File: config.mk
export PLATFORM = sky130hd
export DESIGN_NAME = wpba_arbiter
export DESIGN_NICKNAME = d
export VERILOG_FILES = /design/src/hdl/wpba_pkg.sv /design/src/hdl/wpba_contention_counter.sv /design/src/hdl/wpba_arbiter.sv
export SDC_FILE = /design/constraint.sdc
export NUM_CORES = 1
export LEC_CHECK = 0
export BUFFER_PORTS_ARGS = -buffer_cell sky130_fd_sc_hd__buf_2
export CAP_MARGIN = 25
export CORE_MARGIN = 2
export CORE_UTILIZATION = 40
export DETAILED_ROUTE_END_ITERATION = 6
export GPL_TIMING_DRIVEN = 0
export PLACE_DENSITY = 0.61
export SLEW_MARGIN = 20
export SYNTH_ARGS = -nofsm -noshare
export SYNTH_HDL_FRONTEND = slang
export SYNTH_SLANG_ARGS = --single-unit
File: constraint.sdc
create_clock -name clk_i -period 16.06 [get_ports clk_i]
set_clock_uncertainty 0.15 [all_clocks]
set_input_delay 3.212 -clock clk_i [delete_from_list [all_inputs] [get_ports clk_i]]
set_output_delay 3.212 -clock clk_i [all_outputs]
set_load 0.01 [all_outputs]
File: src/hdl/wpba_pkg.sv
// Constants shared by the weighted-priority bandwidth arbiter.
`default_nettype none

package wpba_pkg;

  // ----------------------------------------------------------------------
  // Sizes
  // ----------------------------------------------------------------------
  localparam int WPBA_NREQ      = 7;
  localparam int WPBA_NRES      = 4;
  localparam int WPBA_CNT_W     = 8;
  localparam int RES_W          = 2;
  localparam int REQ_IDX_W      = 3;
  localparam int PRIO_W         = 4;
  localparam int LVL_W          = 4;

  // ----------------------------------------------------------------------
  // Requester and resource indices
  // ----------------------------------------------------------------------
  localparam int REQ_EXT_DMA    = 0;
  localparam int REQ_INT_DMA    = 1;
  localparam int REQ_BLOCK_COH  = 2;
  localparam int REQ_GLOBAL_COH = 3;
  localparam int REQ_CPU_DIRECT = 4;
  localparam int REQ_DATA_LS    = 5;
  localparam int REQ_PROG_FETCH = 6;
  localparam int RES_L1P        = 0;
  localparam int RES_L1D        = 1;
  localparam int RES_L2         = 2;
  localparam int RES_CFG_BUS    = 3;

  // ----------------------------------------------------------------------
  // Priority encoding
  // ----------------------------------------------------------------------
  // Internal level is the printed level plus one, so -1 maps to zero.
  localparam logic [PRIO_W-1:0] PRIO_LEAST = 4'h8;
  localparam logic [LVL_W-1:0]  LVL_ESC    = 4'h0;
  localparam logic [LVL_W-1:0]  LVL_STEP   = 4'h1;
  localparam logic [LVL_W-1:0]  LVL_LEAST  = 4'h9;
  localparam logic [LVL_W-1:0]  LVL_NONE   = 4'hF;

  // ----------------------------------------------------------------------
  // Reset values
  // ----------------------------------------------------------------------
  localparam logic [WPBA_CNT_W-1:0] CNT_RST = 8'h00;
  localparam logic [WPBA_NREQ-1:0]  GNT_RST = 7'h00;

endpackage : wpba_pkg

`default_nettype wire

File: src/hdl/wpba_contention_counter.sv
// Contention counter of one resource.
`default_nettype none

module wpba_contention_counter
  import wpba_pkg::*;
#(
  parameter int CNT_W = WPBA_CNT_W
) (
  // Clock and reset
  input  wire logic             clk_i,
  input  wire logic             reset_n_i,
  // Control
  input  wire logic             contend_i,
  input  wire logic             reload_i,
  input  wire logic [CNT_W-1:0] period_i,
  // Status
  output logic                  expired_o
);

  logic [CNT_W-1:0] count;
  logic [CNT_W-1:0] next_count;

  // ----------------------------------------------------------------------
  // Count
  // ----------------------------------------------------------------------
  // A blocked escalation holds the count at zero so it retries.
  always_comb begin
    next_count = count;
    if (reload_i) begin
      next_count = (period_i == '0) ? '0 : period_i - 1'b1;
    end else if (contend_i && count != '0) begin
      next_count = count - 1'b1;
    end
  end

  always_ff @(posedge clk_i or negedge reset_n_i) begin
    if (!reset_n_i) begin
      count <= CNT_RST;
    end else begin
      count <= next_count;
    end
  end

  assign expired_o = contend_i && (count == '0);

  // ----------------------------------------------------------------------
  // Checks
  // ----------------------------------------------------------------------
  a_reload_value: assert property (
    @(posedge clk_i) disable iff (!reset_n_i)
    (reload_i && period_i != '0) |=>
      (count == CNT_W'($past(period_i) - 1'b1)))
    else $error("Counter did not reload to period minus one.");

endmodule : wpba_contention_counter

`default_nettype wire

File: src/hdl/wpba_arbiter.sv
// Weighted-priority bandwidth arbiter for the shared core resources.
//
// Operation
// - Nine priority levels 0 to 8; level 0 most urgent, 8 least.
// - Every transfer request carries its own priority level; codes above 8 count as level 8.
// - Among contending requests for one resource, the most urgent wins.
// - Persistent contention lets a losing lower-priority requester win once per n.
// - Escalated level -1 beats level 0; used by expiry and fixed-top.
// - Requesters: both DMA engines, coherency ops, CPU direct, data, fetch.
// - Each resource has its own arbitration: L1P, L1D, L2, config bus.
// - A priority value means the same at every resource arbiter.
`default_nettype none

module wpba_arbiter
  import wpba_pkg::*;
#(
  parameter int NREQ  = WPBA_NREQ,
  parameter int NRES  = WPBA_NRES,
  parameter int CNT_W = WPBA_CNT_W
) (
  // Clock and reset
  input  wire logic                            clk_i,
  input  wire logic                            reset_n_i,
  // Transfer requests
  input  wire logic [NREQ-1:0]                 req_i,
  input  wire logic [NREQ-1:0][RES_W-1:0]      req_res_i,
  input  wire logic [NREQ-1:0][PRIO_W-1:0]     req_prio_i,
  // Software settings
  input  wire logic [NRES-1:0][CNT_W-1:0]      contention_n_i,
  input  wire logic [NRES-1:0]                 fix_top_en_i,
  input  wire logic [NRES-1:0][REQ_IDX_W-1:0]  fix_top_sel_i,
  // Grants
  output logic      [NRES-1:0][NREQ-1:0]       grant_o,
  output logic      [NRES-1:0]                 grant_escalated_o
);

  // ----------------------------------------------------------------------
  // Level mapping
  // ----------------------------------------------------------------------
  // Out-of-range codes fall to the least urgent level rather than
  // outranking legal traffic.
  function automatic logic [LVL_W-1:0] norm_level(
    input logic [PRIO_W-1:0] prio
  );
    if (prio > PRIO_LEAST) begin
      return LVL_LEAST;
    end
    return LVL_W'(prio) + LVL_STEP;
  endfunction : norm_level

  logic [NREQ-1:0][LVL_W-1:0]           lvl;
  logic [NRES-1:0][NREQ-1:0]            hit;
  logic [NRES-1:0][NREQ-1:0]            fixed;
  logic [NRES-1:0][NREQ-1:0][LVL_W-1:0] eff;
  logic [NRES-1:0]                      contend;
  logic [NRES-1:0]                      expired;
  logic [NRES-1:0]                      reload;
  logic [NRES-1:0]                      fix_hit;
  logic [NRES-1:0][REQ_IDX_W-1:0]       esc_pick;
  logic [NRES-1:0][REQ_IDX_W-1:0]       win;
  logic [NRES-1:0]                      win_valid;
  logic [NRES-1:0]                      esc_taken;
  logic [NRES-1:0][NREQ-1:0]            next_grant;
  logic [NRES-1:0]                      next_grant_escalated;

  // ----------------------------------------------------------------------
  // Arbitration
  // ----------------------------------------------------------------------
  always_comb begin
    logic [LVL_W-1:0] worst;
    int               nhit;
    worst    = LVL_ESC;
    nhit     = 0;
    hit      = '0;
    fixed    = '0;
    contend  = '0;
    fix_hit  = '0;
    esc_pick = '0;
    for (int q = 0; q < NREQ; q++) begin
      lvl[q] = norm_level(req_prio_i[q]);
    end
    for (int r = 0; r < NRES; r++) begin
      nhit  = 0;
      worst = LVL_ESC;
      for (int q = 0; q < NREQ; q++) begin
        hit[r][q]   = req_i[q] && (req_res_i[q] == RES_W'(r));
        fixed[r][q] = fix_top_en_i[r] &&
                      (fix_top_sel_i[r] == REQ_IDX_W'(q));
        if (hit[r][q]) begin
          nhit = nhit + 1;
          fix_hit[r] = fix_hit[r] || fixed[r][q];
          // Starved pick is the least urgent, latest on a tie, so it is
          // never the requester that would have won anyway.
          if (lvl[q] >= worst) begin
            worst       = lvl[q];
            esc_pick[r] = REQ_IDX_W'(q);
          end
        end
      end
      contend[r] = (nhit > 1);
    end
  end

  // The pick reads the counters, which read contend above; two separate
  // processes keep that path free of a false combinational loop.
  always_comb begin
    logic [LVL_W-1:0] best;
    best                 = LVL_NONE;
    eff                  = '0;
    win                  = '0;
    win_valid            = '0;
    esc_taken            = '0;
    reload               = '0;
    next_grant           = '0;
    next_grant_escalated = '0;
    for (int r = 0; r < NRES; r++) begin
      best = LVL_NONE;
      for (int q = 0; q < NREQ; q++) begin
        if (fixed[r][q] ||
            (expired[r] && esc_pick[r] == REQ_IDX_W'(q))) begin
          eff[r][q] = LVL_ESC;
        end else begin
          eff[r][q] = lvl[q];
        end
        if (hit[r][q] && eff[r][q] < best) begin
          best         = eff[r][q];
          win[r]       = REQ_IDX_W'(q);
          win_valid[r] = 1'b1;
        end
      end
      esc_taken[r] = expired[r] && (win[r] == esc_pick[r]);
      reload[r]    = !contend[r] || esc_taken[r];
      for (int q = 0; q < NREQ; q++) begin
        next_grant[r][q] = win_valid[r] && (win[r] == REQ_IDX_W'(q));
      end
      next_grant_escalated[r] = esc_taken[r];
    end
  end

  always_ff @(posedge clk_i or negedge reset_n_i) begin
    if (!reset_n_i) begin
      grant_o           <= {NRES{GNT_RST}};
      grant_escalated_o <= '0;
    end else begin
      grant_o           <= next_grant;
      grant_escalated_o <= next_grant_escalated;
    end
  end

  // ----------------------------------------------------------------------
  // Contention counters
  // ----------------------------------------------------------------------
  for (genvar r = 0; r < NRES; r++) begin : g_cnt
    wpba_contention_counter #(
      .CNT_W     (CNT_W)
    ) u_cnt (
      .clk_i     (clk_i),
      .reset_n_i (reset_n_i),
      .contend_i (contend[r]),
      .reload_i  (reload[r]),
      .period_i  (contention_n_i[r]),
      .expired_o (expired[r])
    );
  end

  // ----------------------------------------------------------------------
  // Checks
  // ----------------------------------------------------------------------
  logic [NRES-1:0][LVL_W-1:0] min_lvl;
  logic [NRES-1:0][NREQ-1:0]  lower_tie;
  logic [NRES-1:0][CNT_W-1:0] run;

  always_comb begin
    min_lvl   = {NRES{LVL_NONE}};
    lower_tie = '0;
    for (int r = 0; r < NRES; r++) begin
      for (int q = 0; q < NREQ; q++) begin
        if (hit[r][q] && lvl[q] < min_lvl[r]) begin
          min_lvl[r] = lvl[q];
        end
        for (int p = 0; p < q; p++) begin
          if (hit[r][p] && eff[r][p] == eff[r][q]) begin
            lower_tie[r][q] = 1'b1;
          end
        end
      end
    end
  end

  always_ff @(posedge clk_i or negedge reset_n_i) begin
    if (!reset_n_i) begin
      run <= '0;
    end else begin
      for (int r = 0; r < NRES; r++) begin
        if (reload[r]) begin
          run[r] <= '0;
        end else if (run[r] != '1) begin
          run[r] <= run[r] + 1'b1;
        end
      end
    end
  end

  for (genvar r = 0; r < NRES; r++) begin : g_chk
    a_grant_onehot: assert property (
      @(posedge clk_i) disable iff (!reset_n_i)
      $onehot0(grant_o[r]))
      else $error("More than one grant on a resource.");

    a_no_idle_loss: assert property (
      @(posedge clk_i) disable iff (!reset_n_i)
      (|hit[r]) |=> (|grant_o[r]))
      else $error("Pending request got no grant.");

    a_expiry_period: assert property (
      @(posedge clk_i) disable iff (!reset_n_i)
      (contend[r] && contention_n_i[r] != '0 &&
       run[r] == CNT_W'(contention_n_i[r] - 1'b1)) |-> expired[r])
      else $error("Counter did not expire after n contended cycles.");

    a_esc_wins: assert property (
      @(posedge clk_i) disable iff (!reset_n_i)
      (expired[r] && !fix_hit[r]) |=> grant_escalated_o[r])
      else $error("Escalated transfer was not granted.");

    for (genvar q = 0; q < NREQ; q++) begin : g_req
      a_grant_had_req: assert property (
        @(posedge clk_i) disable iff (!reset_n_i)
        grant_o[r][q] |-> $past(hit[r][q]))
        else $error("Grant without a matching request.");

      a_winner_urgent: assert property (
        @(posedge clk_i) disable iff (!reset_n_i)
        (grant_o[r][q] && !grant_escalated_o[r] && !$past(fix_hit[r]))
          |-> ($past(lvl[q]) == $past(min_lvl[r])))
        else $error("Grant went to a less urgent transfer.");

      a_tie_order: assert property (
        @(posedge clk_i) disable iff (!reset_n_i)
        grant_o[r][q] |-> !$past(lower_tie[r][q]))
        else $error("Tie not resolved by requester order.");

      a_fixed_top: assert property (
        @(posedge clk_i) disable iff (!reset_n_i)
        (hit[r][q] && fixed[r][q] && !expired[r]) |=> grant_o[r][q])
        else $error("Fixed top requester was not granted.");

      a_level_range: assert property (
        @(posedge clk_i) disable iff (!reset_n_i)
        (lvl[q] >= LVL_STEP) && (lvl[q] <= LVL_LEAST))
        else $error("Transfer level outside the nine levels.");
    end
  end

endmodule : wpba_arbiter

`default_nettype wire

==> impl_metrics.tcl, run 1 <==
set metrics [dict create \
    syn_nets 2363 \
    hpwl_um 46700 \
    synth_ff_type "dfrtp_1" \
    syn_to_final_growth_pct 54.6 \
    clockBufferDepth 2 \
    outcome "complete, but fails checks" \
    worstReg2RegEnd "g_cnt[2].u_cnt.count[1]" \
    numPortBuffers 126 \
    ff2ff_setup_slack_ps 5170 \
    clk_pin_slew_ps 60 \
    endpoint_kind "flip-flop" \
    placed_area_um2 17500 \
    finalInstanceArea_um2 23200 \
    drive_gt1_share_pct 44.1 \
    final_core_util_pct 63.1 \
    setup_ws_ps -4290 \
    syn_area_um2 15000 \
    critPathBufInv 50 \
    dpl.cell_count 2673 \
    grt_overflow 0 \
    cts_tree "done" \
    post-route-drc-count 0 \
    grt_pass1_wl_um 99900 \
    vias_per_cell 6.22 \
    dieArea_um2 39100 \
    hp-class "reg -> reg" \
    routedWlPerCell_um 22.1 \
    worstPathArrival_ps 20420 \
    synth_edf_count 0 \
    cpPeakStageDelay_ps 390 \
    slowest_stage "nor4_4" \
    p_total_mw 1.42 \
    grt_usage_pct 32.9 \
    holdPathStages 1 \
    final_max_slew_viol_count 0 \
    first_pass_iters 5 \
    routed_wl_um 68400 \
    coreArea_um2 36800 \
    num_vias 19208 \
    htree_levels 3 \
    clock-sinks 64 \
    fin_crit_ps 20350 \
    final_cells 3089 \
    synth_seq_cells 64 \
    io_pins 131 \
    gp_congestion 0.952 \
    first_global_vias 18566 \
    ys_seq_area_share_pct 10.7 \
    min-delay-start "g_cnt[3].u_cnt.count[0]" \
    grt_max_degree 53 \
    finalCritPeriodShare_pct 127 \
    die-height_um 198 \
    drt_iter0_markers 1547 \
    finalSetupViolCount 64 \
    ys.warnings.count 0 \
    ys_types 133 \
    violations "negative setup slack" \
    synth_async_sr_flop_share_pct 100 \
    clkLatencyLatePin_ps 370 \
    hold_buffers 0 \
    critical_path_class "in -> reg" \
    p_leak_nw 10.0 \
    slew_headroom_pct 24.5 \
    ant_nets 0 \
    max_freq_ghz 0.0491 \
    crit_path_start "req_prio_i[0]" \
    netlist_instances 2078 \
    rsz0062_at_grt "true" \
    initial_core_util_pct 40.8 \
    synth_area_per_cell_um2 7.22 \
    startpoint_type "input pin" \
    cellPowerDensity_nw_per_um2 61.4 \
    r2r_start "g_cnt[2].u_cnt.count[4]" \
    ir_drop_v 0.0000557 \
    min_to "g_cnt[3].u_cnt.count[0]" \
    antenna_found_initial 2 \
    crit_family "buffers and inverters" \
    tightestPinTransition_ps 1120 \
    pre_cts_ws_ps -6580 \
    hold_viol 0 \
    worst-endpoint-required_ps 16130 \
    row_count 70 \
    fin_nets 2900 \
    path_max_fanout 5 \
    cts_root_buf "clkbuf_16" \
    cts-buffers-inserted 9 \
    crit_top_cell "buf_4" \
    drv_cap 0 \
    die_w_um 198 \
    r2r_cells 45 \
]
-- worst register-to-register path, delay by kind of cell, from the launching register on --
kind / cells / cell delay (ps)
flip-flops: 1 / 390
AO/OA/AOI/OAI: 17 / 3520
buffers and inverters: 3 / 370
adder cells (fa/ha/maj): 6 / 1560
multiplexers: 5 / 1200
AND/OR/NAND/NOR: 14 / 3600
-- state kept, by name, indices dropped and copies added (netlist names) --
signal / count
g_cnt.u_cnt.count: 32
grant_escalated_o: 4
grant_o: 28
-- kinds of logic after synthesis --
kind of cell / Yosys count / synth area share (%)
AO/OA/AOI/OAI: 650 / 30.6
XOR/XNOR: 72 / 4.79
adder cells (fa/ha/maj): 189 / 15.7
buffers and inverters: 166 / 4.74
flip-flops: 64 / 10.7
multiplexers: 48 / 3.52
AND/OR/NAND/NOR: 889 / 30.0
-- cell type report --
type	instances	area (um^2)
repair buffers	533	3880
repair inverters	1	8.76
flip-flops and latches	64	1600
well taps	468	586
plain buffers	44	329
clock buffers	15	268
fillers	3050	13600
inverters	114	479
diodes	2	5.00
multi-input cells	1848	16000
-- per-layer routing --
metal | track usage (%) | vias up | share of wire [%]
met5 | 0 | - | 0
met4 | 19.4 | 0 | 6.5
met3 | 4.99 | 255 | 6.7
met2 | 57.5 | 837 | 48
met1 | 38.1 | 9292 | 39
li1 | - | 8824 | -
-- cells in the mapped netlist, drive strengths merged (32+ instances only) --
library cell / instances / area share, %
nor2: 250 / 6.3
dfrtp: 64 / 11
xnor2: 45 / 2.9
mux2: 32 / 2.5
buf: 32 / 1.4
a21oi: 174 / 6.0
inv: 109 / 2.7
a21o: 35 / 1.8
nand2: 248 / 6.2
ha: 186 / 16
o21ai: 128 / 4.3
and2: 35 / 1.5
nor3: 59 / 2.1
nand2b: 59 / 2.5
nand3: 58 / 2.1
-- how the worst max path moves through the flow --
| stage | to | slack (ps) | cells after the start |
|---|---|---|---|
| floorplan | g_cnt[2].u_cnt.count[1] | -3460 | 93 |
| global placement | g_cnt[2].u_cnt.count[2] | -6370 | 88 |
| detailed placement | g_cnt[2].u_cnt.count[2] | -6580 | 88 |
| CTS | g_cnt[1].u_cnt.count[1] | -4000 | 104 |
| global route | g_cnt[0].u_cnt.count[1] | -4900 | 94 |
| finish | g_cnt[3].u_cnt.count[1] | -4290 | 111 |
-- per-stage QoR --
step / hold slack [ps] / setup TNS (ps)
final: 390 / -251110
after global routing: 395 / -289620
after CTS: 385 / -235990
after detailed placement: 379 / -391230
after global placement: 365 / -381370
after floorplan: 338 / -193120
-- layout by cell type (no fill, tap or decap), types with 20 or more instances in the layout --
master    Yosys  layout
nor2b_1      22      21
o21ai_2       2      37
o21ai_0     116      60
nor2_1      249     196
nor2_2        1      25
xor2_1       24      23
a21oi_2       9      42
a21oi_1     165      87
o211ai_1     26      26
xnor2_1      39      38
dfrtp_1      64      64
buf_4         8     388
nand2b_4      0      26
nor2_4        0      29
o21ai_1      10      20
o21a_1       21      20
nand2_2       1      25
a31oi_1      28      20
ha_4          0      50
nand2b_1     59      33
buf_6         3      29
nand2_1     247     214
a21o_1       35      33
nor3_1       56      43
inv_1       107      92
a21oi_4       0      45
buf_2        20     135
nand3_1      54      49
ha_1        186     126
mux2_4        2      21
-- report_power, final --
part | total (mW) | internal (mW) | switching (mW)
registers | 0.221 | 0.193 | 0.0278
clock network | 0.187 | 0.112 | 0.0747
logic | 1.02 | 0.466 | 0.550
-- timing repair --
item                                    4_1_cts  5_1_grt
resized for setup                           275      197
endpoints found under the setup margin       64       64
setup buffers                               348       68
cloned                                        0        1
pin swaps                                   242      239
Power figures use the tool's default switching activity.
==> run 2, diff against run 1 <==
REMOVE_ABC_BUFFERS = 1   (was not set)
==> run 2 against run 1 <==
Compared with the run above: the run still ends with negative setup slack left; global-route usage fell by 2.6 points; combinational power fell by 9%; largest cell class unchanged; worst hold slack improved by 3.6 ps; maximum frequency fell by 1.6%; sequential share of layout area rose by 0.41 points; via count fell by 2.9%.
==> impl_metrics.tcl, run 2 (synthesis results as in run 1) <==
set metrics [dict create \
    cts_root_buf "clkbuf_16" \
    grt_overflow 0 \
    routed_wl_um 62900 \
    die_w_um 198 \
    p_leak_nw 9.43 \
    largest_register_ffs 32 \
    dieArea_um2 39100 \
    fillerInstances 3134 \
    rsz0062_at_grt "true" \
    r2r_cells 53 \
    final_max_slew_viol_count 0 \
    slowest_stage "or4b_4" \
    worstPathArrival_ps 20780 \
    finalSetupViolCount 64 \
    clock-sinks 64 \
    first_pass_iters 6 \
    row_count 70 \
    cellPowerDensity_nw_per_um2 63.5 \
    tightestPinTransition_ps 1100 \
    worst-endpoint-required_ps 16150 \
    syn_to_final_growth_pct 46.0 \
    critical_path_class "in -> reg" \
    min-delay-start "g_cnt[3].u_cnt.count[0]" \
    clockBufferDepth 2 \
    drt_iter0_markers 1596 \
    holdPathStages 1 \
    grt_usage_pct 30.3 \
    grt_max_degree 51 \
    clkLatencyLatePin_ps 380 \
    gp_congestion 0.983 \
    cts_tree "done" \
    startpoint_type "input pin" \
    cpPeakStageDelay_ps 570 \
    slew_headroom_pct 26.3 \
    ff2ff_setup_slack_ps 5240 \
    ant_nets 0 \
    drive_gt1_share_pct 40.3 \
    hold_buffers 0 \
    finalCritPeriodShare_pct 129 \
    final_cells 2954 \
    final_cell_mix "271 x buf_4, 220 x nand2_1, 202 x nor2_1" \
    vias_per_cell 6.31 \
    outcome "complete, but fails checks" \
    routedWlPerCell_um 21.3 \
    drv_cap 0 \
    hp-class "reg -> reg" \
    violations "negative setup slack" \
    initial_core_util_pct 40.8 \
    hpwl_um 43500 \
    max_freq_ghz 0.0483 \
    final_common_cell "buf_4" \
    numPortBuffers 130 \
    num_vias 18643 \
    dpl.cell_count 2633 \
    min_to "g_cnt[3].u_cnt.count[0]" \
    fin_nets 2765 \
    reg_top3 "g_cnt.u_cnt.count x32, grant_o x28, grant_escalated_o x4" \
    clk_pin_slew_ps 60 \
    antenna_found_initial 0 \
    hold_viol 0 \
    holdWs_ps 393 \
    first_global_vias 17608 \
    ir_drop_v 0.0000618 \
    setup_ws_ps -4630 \
    path_max_fanout 7 \
    fin_crit_ps 20690 \
    die-height_um 198 \
    io_pins 131 \
    endpoint_kind "flip-flop" \
    grt_pass1_wl_um 93400 \
    cts-buffers-inserted 9 \
    post-route-drc-count 0 \
    crit_top_cell "a21oi_4" \
    coreArea_um2 36800 \
    worstReg2RegEnd "g_cnt[1].u_cnt.count[1]" \
    top_register "g_cnt.u_cnt.count" \
    htree_levels 3 \
    setup_tns_ps -263160 \
    r2r_start "g_cnt[1].u_cnt.count[4]" \
]
## run 2: changes by cell type in the layout (fill, tap and decap cells not counted), sizes merged
cell	previous run	this run
buf	563	440
clkbuf	29	12
inv	107	111
bufinv	0	3
diode	2	1
clkinvlp	2	1
## run 2: area by class of cell
class / instances / area (um^2) / area share, %
multi-input cells: 1848 / 15700 / 71.6
repair buffers: 443 / 3210 / 14.6
flip-flops and latches: 64 / 1600 / 7.31
well taps: 468 / 586 / 2.67
inverters: 114 / 470 / 2.15
clock buffers: 9 / 225 / 1.03
clock inverters: 7 / 125 / 0.571
diodes: 1 / 2.50 / 0.0114
## run 2: how the worst max path moves through the flow
stage                  start                      end  slack, ps  cells after the start
2_1_floorplan  req_prio_i[4]  g_cnt[2].u_cnt.count[2]      -5930                     86
3_3_place_gp   req_prio_i[4]  g_cnt[2].u_cnt.count[4]     -10080                     88
3_5_place_dp   req_prio_i[4]  g_cnt[2].u_cnt.count[3]      -9980                     88
4_1_cts        req_prio_i[0]  g_cnt[1].u_cnt.count[1]      -3890                     98
5_1_grt        req_prio_i[0]  g_cnt[0].u_cnt.count[1]      -5140                     95
6_report       req_prio_i[0]  g_cnt[0].u_cnt.count[6]      -4630                     94
## run 2: critical path: cells and delay by family
family / cells / cell delay, ps
simple gates: 26 / 4140
compound gates: 42 / 7730
fa+ha+maj: 12 / 3110
mux: 4 / 1370
buf+inv: 10 / 1130
## run 2: repair_timing
item                       4_1_cts  5_1_grt
buffers inserted               216       85
pin swaps                      221      154
resized for setup              463      219
setup endpoints to repair       64       64
## run 2: per-stage QoR
| step | power (mW) | instance area, um^2 | utilization, % | setup WS [ps] |
|---|---|---|---|---|
| detailed placement | 0.833 | 16100 | 43.7 | -9980 |
| floorplan | 0.658 | 14700 | - | -5930 |
| finish | 1.39 | 21900 | 59.6 | -4630 |
| global placement | 0.814 | 16000 | 43.4 | -10080 |
| CTS | 1.26 | 20100 | 54.7 | -3890 |
| global route | 1.48 | 21900 | 59.6 | -5140 |
## run 2: per-layer routing
layer / up-vias / global-route usage (%) / share of wire, % / wire length, um
met3: 244 / 6.13 / 9.0 / 5680
met2: 1002 / 49.2 / 45 / 28200
met4: 0 / 15.5 / 5.4 / 3420
li1: 8543 / - / - / -
met5: - / 0 / 0 / 0
met1: 8854 / 38.0 / 41 / 25500
## run 2: report_power, final
part	internal, mW	leakage, nW	total [mW]	switching, mW
Clock	0.153	0.171	0.245	0.0912
Sequential	0.193	0.819	0.220	0.0269
Combinational	0.413	8.44	0.927	0.515
==> run 3, diff against run 2 <==
clock period = 25.9 ns   (was 16.06 ns; I/O delays follow)
==> run 3 against run 2 <==
Compared with the run above: the run now ends clean; sequential power shrank 38%; non-clock buffer count fell by 288; via count shrank 11%; utilization is 14 points lower; cell count decreased by 9.8%; critical path depth is 5 lower; count of clock-buffer cells in the layout is the same; setup slack improved by 5600 ps; critical path type unchanged; largest cell class unchanged; largest power group unchanged.
==> impl_metrics.tcl, run 3 (synthesis results as in run 1) <==
set metrics [dict create \
    post-route-drc-count 0 \
    path_max_fanout 12 \
    drive_gt1_share_pct 16.6 \
    vias_per_cell 6.22 \
    cts_tree "done" \
    top_register "g_cnt.u_cnt.count" \
    numPortBuffers 130 \
    io_pins 131 \
    multiInputGateArea_um2 13100 \
    power_frac_clock_pct 21.8 \
    antenna_found_initial 0 \
    hold_viol 0 \
    min-delay-start "g_cnt[0].u_cnt.count[0]" \
    power.internal_uw 373 \
    reg_top3 "g_cnt.u_cnt.count x32, grant_o x28, grant_escalated_o x4" \
    hp-class "reg -> reg" \
    row_count 70 \
    worstPathArrival_ps 24990 \
    final_cell_mix "245 x nor2_1, 245 x nand2_1, 186 x ha_1" \
    pwr-share-seq_pct 19.6 \
    routedWlPerCell_um 20.4 \
    clk_pin_slew_ps 60 \
    slowest_stage "or4b_2" \
    slew_headroom_pct 23.7 \
    outcome "complete, no violations" \
    startpoint_type "input pin" \
    dieArea_um2 39100 \
    regArea_um2 1600 \
    critical_path_class "in -> reg" \
    finalCritPeriodShare_pct 96.2 \
    endpoint_kind "flip-flop" \
    cts-buffers-inserted 9 \
    dpl.cell_count 2633 \
    final_cells 2665 \
    switching_share_pct 46.0 \
    final_max_slew_viol_count 0 \
    grt_usage_pct 27.2 \
    worst-endpoint-required_ps 25980 \
    first_global_vias 15410 \
    initial_core_util_pct 40.8 \
    max_freq_ghz 0.0401 \
    critPathBufInv 6 \
    p_leak_nw 7.48 \
    num_vias 16570 \
    gp_congestion 0.983 \
    crit_path_start "req_prio_i[4]" \
    num_antenna_cells 0 \
    first_pass_iters 7 \
    p_total_uw 691 \
    largest_register_ffs 32 \
    clkLatencyLatePin_ps 370 \
    syn_to_final_growth_pct 13.0 \
    drv_cap 0 \
    coreArea_um2 36800 \
    grt_overflow 0 \
    cellPowerDensity_nw_per_um2 40.7 \
    clockBufferDepth 2 \
    fillerInstances 3714 \
    grt_max_degree 51 \
    crit_family "compound AO/OA/AOI/OAI gates" \
    holdWs_ps 380 \
    htree_levels 3 \
    ir_drop_v 0.0000379 \
    ant_nets 0 \
    final_core_util_pct 46.1 \
    p_switching_uw 318 \
    fin_crit_ps 24910 \
    hpwl_um 43500 \
    drt_iter0_markers 1447 \
    finalSetupViolCount 0 \
    die-height_um 198 \
    cpPeakStageDelay_ps 660 \
    die_w_um 198 \
    r2r_start "g_cnt[2].u_cnt.count[4]" \
    grt_pass1_wl_um 83500 \
    cts_root_buf "clkbuf_16" \
    setup_tns_ps 0 \
    tightestPinTransition_ps 1140 \
    clock-sinks 64 \
    comb_power_share_pct 58.6 \
    routed_wl_um 54300 \
    fin_nets 2477 \
]
-- run 3: changes by cell type in the layout (fill, tap and decap cells not counted), sizes merged --
cell / change
diode: -1
clkbuf: -3
buf: -285
inv: +1
clkinv: -1
-- run 3: path summary, 6_finish.rpt --
check	endpoint	slack, ps	cells past startpoint
max	g_cnt[0].u_cnt.count[2]	990	89
max in group asynchronous	g_cnt[0].u_cnt.count[0]	20530	2
min	g_cnt[0].u_cnt.count[0]	380	1
max reg2reg	g_cnt[2].u_cnt.count[4]	13880	45
min reg2reg	g_cnt[0].u_cnt.count[0]	380	1
min in group asynchronous	g_cnt[1].u_cnt.count[4]	4520	1
-- run 3: metal layers --
layer  track usage, %  routed length [um]
met4             11.0                2090
met3             4.67                4390
met1             36.8               24200
met2             42.9               23600
met5                0                   0
-- run 3: power by group through the flow --
stage          sequential (mW)  combinational, mW  clock (mW)
4_1_cts                  0.136              0.384       0.154
6_report                 0.136              0.405       0.150
3_5_place_dp             0.137              0.379           0
3_3_place_gp             0.137              0.368           0
2_1_floorplan            0.136              0.272           0
5_1_grt                  0.139              0.450       0.158
-- run 3: per-stage QoR --
| stage | area (um^2) | worst slack (ps) |
|---|---|---|
| 3_5_place_dp | 16100 | -2110 |
| 6_report | 17000 | 990 |
| 4_1_cts | 16500 | 8.18 |
| 2_1_floorplan | 14700 | 1940 |
| 5_1_grt | 17000 | -89.0 |
| 3_3_place_gp | 16000 | -2210 |
-- run 3: layout make-up --
| class | instances | share of cell area, % |
|---|---|---|
| Tap cell | 468 | 3.45 |
| Timing Repair Buffer | 155 | 5.06 |
| Multi-Input combinational cell | 1848 | 77.4 |
| Sequential cell | 64 | 9.45 |
| Clock inverter | 7 | 0.738 |
| Inverter | 114 | 2.57 |
| Clock buffer | 9 | 1.33 |
-- run 3: worst reg2reg max path: cells and delay by family, from the launching register on --
kind | cells | cell delay (ps)
flops | 1 | 390
compound gates | 16 | 4070
buf+inv | 3 | 290
simple gates | 16 | 3940
fa+ha+maj | 6 | 1740
mux | 4 | 1340
-- run 3: timing repair --
item,4_1_cts,5_1_grt
setup endpoints to repair,45,64
resized for setup,20,83
setup buffers,1,14
hold buffers,0,0
pin swaps,1,9
